===== src/rtl/qwd_pkg.sv =====
// package: constants for the quadrature watchdog
package qwd_pkg;
    localparam int unsigned count_width = 16;
    localparam int unsigned prescale_div = 64;
    localparam int unsigned prescale_width = 6;
    localparam logic [15:0] period_reset = 16'hFFFF;
    localparam logic [15:0] count_reset = 16'h0000;
    localparam logic [5:0] prescale_reset = 6'h00;
    localparam logic [5:0] prescale_last = 6'h3F;
endpackage


===== src/rtl/qwd_tick_if.sv =====
// interface: timebase tick between prescaler and watchdog core
`timescale 1ns/10ps
interface qwd_tick_if;
    logic tick;
    modport source (output tick);
    modport sink (input tick);
endinterface


===== src/rtl/qwd_prescaler.sv =====
// module: divides the main system clock into a one-cycle tick
`timescale 1ns/10ps
module qwd_prescaler (
    input wire logic ref_clk,
    input wire logic rst_n,
    qwd_tick_if.source tick_if
);
    logic [5:0] div_q;
    logic [5:0] div_d;
    logic tick_q;
    wire wrap = (div_q == qwd_pkg::prescale_last);

    assign div_d = wrap ? qwd_pkg::prescale_reset : div_q + 6'h01;
    assign tick_if.tick = tick_q;

    always_ff @(posedge ref_clk or negedge rst_n) begin
        if (!rst_n) begin
            div_q <= qwd_pkg::prescale_reset;
            tick_q <= 1'b0;
        end else begin
            div_q <= div_d;
            tick_q <= wrap;
        end
    end
endmodule


===== src/rtl/qwd_watchdog.sv =====
// module: quadrature supervision watchdog top
// Limitations
// a period written below a running count lets the count pass it and
// wrap once round the 16-bit range before the next match
// a period of zero times out on the cycle after any event
// event, period strobe and flag clear must already be on this clock
// the count parks at the period, so a late read shows where it stopped;
// trade: nothing records how long the encoder has been still since
// the prescaler is not cleared by events, so the first interval after
// an event is short by up to one tick
`timescale 1ns/10ps
module qwd_watchdog (
    input wire logic ref_clk,
    input wire logic resetn,
    input wire logic qclk_event,
    input wire logic [15:0] period_value,
    input wire logic period_write,
    input wire logic flag_clear,
    output logic [15:0] count_value,
    output logic [15:0] period_readback,
    output logic timeout_flag
);
    // supervision phase: armed until one timeout, spent until an event
    // two states only: the flag itself is a separate register
    typedef enum logic {
        qwd_sup_armed,
        qwd_sup_spent
    } qwd_sup_state_type;

    // reset values, named once so each register block reads plainly;
    // the phase starts armed so a dead encoder is caught from power-up
    localparam logic [15:0] count_init = qwd_pkg::count_reset;
    localparam logic [15:0] period_init = qwd_pkg::period_reset;
    localparam qwd_sup_state_type state_init = qwd_sup_armed;

    // reset release chain; only the second stage feeds the core
    logic rst_sync1_q;
    logic rst_sync2_q;
    wire core_rst_n;

    // timebase tick from the prescaler
    qwd_tick_if tick_if ();
    wire tick_seen;

    // quadrature event, already on this clock
    wire event_seen;

    // supervision counter; width fixed by the ports
    logic [15:0] count_q;
    logic [15:0] count_d;
    wire [15:0] count_plus_one;
    wire [15:0] count_after_tick;
    wire count_clear;
    wire count_step;

    // period register and its compare
    logic [15:0] period_q;
    logic [15:0] period_d;
    wire period_match;

    // timeout flag
    logic flag_q;
    logic flag_d;
    wire flag_set;
    wire flag_drop;
    wire flag_after_clear;

    // supervision phase
    qwd_sup_state_type state_q;
    qwd_sup_state_type state_d;
    wire armed;
    wire rearm;
    wire spend;
    wire timeout_hit;

    // first stage may go metastable on release; nothing else reads it
    always_ff @(posedge ref_clk or negedge resetn) begin
        if (!resetn) begin
            rst_sync1_q <= 1'b0;
        end else begin
            rst_sync1_q <= 1'b1;
        end
    end

    // second stage is the only copy the core sees
    always_ff @(posedge ref_clk or negedge resetn) begin
        if (!resetn) begin
            rst_sync2_q <= 1'b0;
        end else begin
            rst_sync2_q <= rst_sync1_q;
        end
    end

    assign core_rst_n = rst_sync2_q;

    // prescaler leaves reset with the core, so the first tick lands a
    // full divide after release and never part way through
    qwd_prescaler u_prescaler (
        .ref_clk(ref_clk),
        .rst_n(core_rst_n),
        // one-cycle tick pulse, never a second clock
        .tick_if(tick_if.source)
    );

    // event and tick share this clock, so neither passes sync stages;
    // a held event simply keeps the count at zero
    assign event_seen = qclk_event;
    assign tick_seen = tick_if.tick;

    // compare count with the software period; a rewrite counts at once
    assign period_match = (count_q == period_q);
    // armed means no timeout yet since the last event
    assign armed = (state_q == qwd_sup_armed);

    // match only counts once per event, so a stalled encoder raises one
    // timeout rather than a flag that software cannot keep cleared
    assign timeout_hit = period_match && armed && !event_seen;

    // event has priority over the tick: a pulse restarts the interval
    assign count_clear = event_seen;

    // count parks at the period rather than wrapping past it
    assign count_step = tick_seen && !period_match;
    assign count_plus_one = count_q + 16'h0001;
    assign count_after_tick = count_step ? count_plus_one : count_q;
    assign count_d = count_clear ? count_init : count_after_tick;

    // load is immediate; there is no shadow copy
    assign period_d = period_write ? period_value : period_q;

    // set wins over a clear in the same cycle
    assign flag_set = timeout_hit;
    // software clear loses to a same-cycle set
    assign flag_drop = flag_clear && !flag_set;
    assign flag_after_clear = flag_drop ? 1'b0 : flag_q;
    assign flag_d = flag_set ? 1'b1 : flag_after_clear;

    // an event re-arms the phase; the flag itself only software drops
    assign rearm = event_seen;
    assign spend = timeout_hit;

    always_comb begin
        state_d = state_q;
        case (state_q)
            // waiting for a match with no timeout since the last event
            qwd_sup_armed: begin
                if (spend) begin
                    state_d = qwd_sup_spent;
                end
            end

            // timed out; stays quiet until the encoder moves again
            qwd_sup_spent: begin
                if (rearm) begin
                    state_d = qwd_sup_armed;
                end
            end

            default: begin
                state_d = state_init;
            end
        endcase
    end

    // counter register
    always_ff @(posedge ref_clk or negedge core_rst_n) begin
        if (!core_rst_n) begin
            count_q <= count_init;
        end else begin
            count_q <= count_d;
        end
    end

    // period register, loaded only by the software strobe
    always_ff @(posedge ref_clk or negedge core_rst_n) begin
        if (!core_rst_n) begin
            // largest period, so an unprogrammed block times out late
            period_q <= period_init;
        end else begin
            period_q <= period_d;
        end
    end

    // sticky timeout flag
    always_ff @(posedge ref_clk or negedge core_rst_n) begin
        if (!core_rst_n) begin
            flag_q <= 1'b0;
        end else begin
            flag_q <= flag_d;
        end
    end

    // supervision phase register
    always_ff @(posedge ref_clk or negedge core_rst_n) begin
        if (!core_rst_n) begin
            state_q <= state_init;
        end else begin
            state_q <= state_d;
        end
    end

    // every output is a register copy
    assign count_value = count_q;
    assign period_readback = period_q;
    assign timeout_flag = flag_q;
endmodule


===== config.mk =====
export PLATFORM = sky130hd
export DESIGN_NAME = qwd_watchdog
export DESIGN_NICKNAME = d
export VERILOG_FILES = /design/src/rtl/qwd_pkg.sv /design/src/rtl/qwd_tick_if.sv /design/src/rtl/qwd_prescaler.sv /design/src/rtl/qwd_watchdog.sv
export SDC_FILE = /design/constraint.sdc
export NUM_CORES = 1
export LEC_CHECK = 0
export ABC_CLOCK_PERIOD_IN_PS = 3410
export BUFFER_PORTS_ARGS = -buffer_cell sky130_fd_sc_hd__buf_2
export CAP_MARGIN = 25
export CORE_ASPECT_RATIO = 0.6
export CORE_MARGIN = 1.5
export CORE_UTILIZATION = 50
export CTS_CLUSTER_SIZE = 10
export DETAILED_ROUTE_END_ITERATION = 12
export PLACE_DENSITY_LB_ADDON = 0.15
export SYNTH_ARGS = -nofsm -noshare
export SYNTH_HDL_FRONTEND = slang
export SYNTH_SLANG_ARGS = --single-unit

===== constraint.sdc =====
create_clock -name ref_clk -period 3.41 [get_ports ref_clk]
set_input_delay 0.1705 -clock ref_clk [delete_from_list [all_inputs] [get_ports ref_clk]]
set_output_delay 0.1705 -clock ref_clk [all_outputs]
set_load 0.02 [all_outputs]

==> run_results.csv <==
group,metric,value,unit
outcome,outcome,"finished, violations left",
outcome,violations,"design-rule violations",
logic_synthesis,synthDistinctLibCells,24,
critical_path,startpoint_type,"flip-flop",
timing,timing.final.crit_period,2.296,ns
critical_path,timing.rr.start,"count_value[12]",
logic_synthesis,synth_seq_cells,43,
power_and_ir_drop,pwr-share-seq,0.576,
clock_network,clk_pin_slew,0.08,ns
logic_synthesis,synth_area,0.002018,sq mm
critical_path,reg2reg_depth,5,
timing,fin_crit_sh,0.6734,
power_and_ir_drop,total_power,990.0,uW
clock_network,cts_resized,0,
final_layout,diodes,0,
worst_hold_path,hp-class,"input pin to flip-flop",
critical_path,crit_chain,"xor2_1, nor4_1, a41o_1, o21ai_0, a21oi_1",
grt,grt_max_degree,31,
power_and_ir_drop,p_switching,253.7,uW
critical_path,crit_path_end_kind,"flip-flop",
timing,setup_violations,0,
timing,finClkSkew,0.009163,ns
logic_synthesis,yosys_warnings,0,
timing,timing_hold_violations_final,0,
critical_path,cp_num_buf_inv,0,
power_and_ir_drop,p_leak,1.105,nW
placement,hpwlAfterDp,3277,um
detailed_routing,drt_iter0_drc,146,
final_layout,area_growth,19.03,%
final_layout,fill_cells,288,
clock_network,cts_tree,"built",
final_layout,drive_above_1_share,0.3948,
logic_synthesis,synth-async-reset-ratio,1.000,
detailed_routing,drt_wl_total,4466,um
power_and_ir_drop,cellPowerDensity,412.1,mW/mm^2
floorplanning,core,0.003765,sq mm
power_and_ir_drop,clockPowerShare,0.317,
critical_path,path_class,"flip-flop to flip-flop",
worst_hold_path,hold_start,"flag_clear",
timing,fin_tns_setup,0,ns
timing,fmax,435.5,MHz
detailed_routing,ant_nets,0,
timing,report.final.slew_viol_count,0,
clock_network,cts_made_buffers,5,
grt,antenna_found_initial,0,
detailed_routing,num_vias,1620,
floorplanning,io_pins,54,
final_layout,layout_common_cells,"53 x buf_2, 27 x dfrtp_1, 19 x xor2_1, 17 x a21oi_1",
flow_run,cap_violations,0,
power_and_ir_drop,power.internal,736.4,uW
critical_path,cp.depth,5,
timing,slew_headroom,0.4934,
critical_path,cpPeakStageDelay,0.75,ns
logic_synthesis,synth_edf_count,0,
detailed_routing,wire_per_inst,15.95,um
floorplanning,rows,17,
detailed_routing,route.detailed.drc,3,
critical_path,critPathRequiredTime,3.63,ns
power_and_ir_drop,vdd_drop_max,245.5,uV
worst_hold_path,min_to,"timeout_flag",
critical_path,slowest_stage,"a41o_1",
clock_network,htreeDepth,2,
clock_network,cts_max_path_buffers,2,
critical_path,r2r_setup_slack,1.11,ns
placement,port_buffers,53,
critical_path,timing.rr.end,"count_value[12]",
logic_synthesis,avgSynthCellArea,11.27,sq um
floorplanning,initial_core_util,0.5361,
clock_network,cts_root_buf,"clkbuf_8",
final_layout,final_common_cell,"buf_2",
critical_path,cp_max_fo,30,
timing,rsz0062_at_grt,"no",
detailed_routing,firstDrtPassIters,8,
critical_path,crit_family,"compound AO/OA/AOI/OAI gates",
detailed_routing,vias_per_cell,5.786,
logic_synthesis,synth_top_area_share,0.3348,
power_and_ir_drop,combPwrFrac,0.107,
logic_synthesis,synth.area.top_cells,"dfrtp_1 33%, dfstp_2 21%, mux2_2 8.9%, xor2_1 8.2%, a21oi_1 4.2%",
critical_path,arrival,2.51,ns
clock_network,clock-sinks,43,
floorplanning,die_w,85.02,um
clock_network,post-cts-setup-buffer-count,0,
power_and_ir_drop,switching_share,0.2562,
floorplanning,die-height,52.21,um
grt,first_global_vias,1508,
timing,worstMarginPinSlew,0.7599,ns
clock_network,clock_latency,0.29,ns
floorplanning,dieArea,0.004439,sq mm
logic_synthesis,syn-instance-count,179,
logic_synthesis,ys.flop_type,"dfrtp_1",
worst_hold_path,min_path_cells,2,
clock_network,cts_hold_buffers,1,
grt,grt_overflow,0,
grt,grt.total_usage,0.2204,
logic_synthesis,synth-seq-area-share,0.5431,
grt,grt_pass1_wl,7348,um
logic_synthesis,yosys.area.top_type,"dfrtp_1",
logic_synthesis,synth_nets,202,
final_layout,fin_nets,255,
placement,gp_congestion,0.7750,
## flip-flops by register name, summed over array words and instances (netlist names)
register	cells
core_rst_n	1
u_prescaler.div_q	6
period_readback	16
timeout_flag	1
state_q	1
u_prescaler.tick_if.tick	1
rst_sync1_q	1
count_value	16
## cell usage after synthesis, types with 5 or more instances
| master | number |
|---|---|
| or4_1 | 7 |
| dfstp_2 | 16 |
| nand2_1 | 5 |
| inv_1 | 5 |
| or3_1 | 7 |
| o21ai_0 | 8 |
| xor2_1 | 19 |
| clkbuf_1 | 5 |
| mux2_2 | 16 |
| o31ai_1 | 8 |
| nand3_1 | 10 |
| dfrtp_1 | 27 |
| nand4_1 | 7 |
| a21oi_1 | 17 |
## kinds of logic after synthesis
family | count (synthesis) | share of synthesized area
AO/OA/AOI/OAI | 35 | 0.1011
XOR/XNOR | 20 | 0.08680
adder cells (fa/ha/maj) | 2 | 0.01240
buffers and inverters | 14 | 0.02852
flip-flops | 43 | 0.5431
multiplexers | 16 | 0.08927
other | 1 | 0.001858
AND/OR/NAND/NOR | 48 | 0.1370
## area by class of cell
| cell class | count | area, sq um | share of cell area |
|---|---|---|---|
| Clock buffer | 7 | 76.32 | 0.03177 |
| Clock inverter | 1 | 5.005 | 0.002083 |
| Inverter | 5 | 18.77 | 0.007813 |
| Multi-Input combinational cell | 122 | 864.6 | 0.3599 |
| Sequential cell | 43 | 1096 | 0.4563 |
| Tap cell | 47 | 58.81 | 0.02448 |
| Timing Repair Buffer | 55 | 282.8 | 0.1177 |
## layer usage
layer / track usage / share of wire / vias up
met5: 0 / 0 / -
met4: 0.04098 / 0.0056 / 0
met3: 0.05669 / 0.063 / 4
met2: 0.3399 / 0.43 / 58
met1: 0.3190 / 0.50 / 802
li1: - / - / 756
## how the worst max path moves through the flow
| stage | from | end |
|---|---|---|
| after CTS | count_value[12] | count_value[3] |
| after global placement | count_value[12] | count_value[6] |
| final | count_value[12] | count_value[12] |
| after detailed placement | count_value[12] | count_value[3] |
| after floorplan | count_value[4] | count_value[14] |
| after global routing | count_value[12] | count_value[3] |
## power groups by stage
stage | Clock [mW] | Sequential, mW | Combinational, mW
after floorplan | 0 | 0.602 | 0.0389
after global placement | 0 | 0.578 | 0.104
after detailed placement | 0 | 0.580 | 0.105
after CTS | 0.317 | 0.571 | 0.108
after global routing | 0.345 | 0.574 | 0.115
final | 0.314 | 0.570 | 0.106
## per-stage QoR
step | std cells | hold slack, ns | cell area, sq um | utilization | setup WS [ns]
floorplan | 179 | -0.1251 | 2018 | - | 1.471
CTS | 280 | 0.05406 | 2402 | 0.6381 | 1.156
global route | 280 | 0.05292 | 2402 | 0.6381 | 0.9014
global placement | 271 | -0.04491 | 2311 | 0.6138 | 1.236
detailed placement | 271 | -0.04365 | 2311 | 0.6138 | 1.185
finish | 280 | 0.04923 | 2402 | 0.6381 | 1.114
Note: power is estimated with default switching activity, not from simulation.
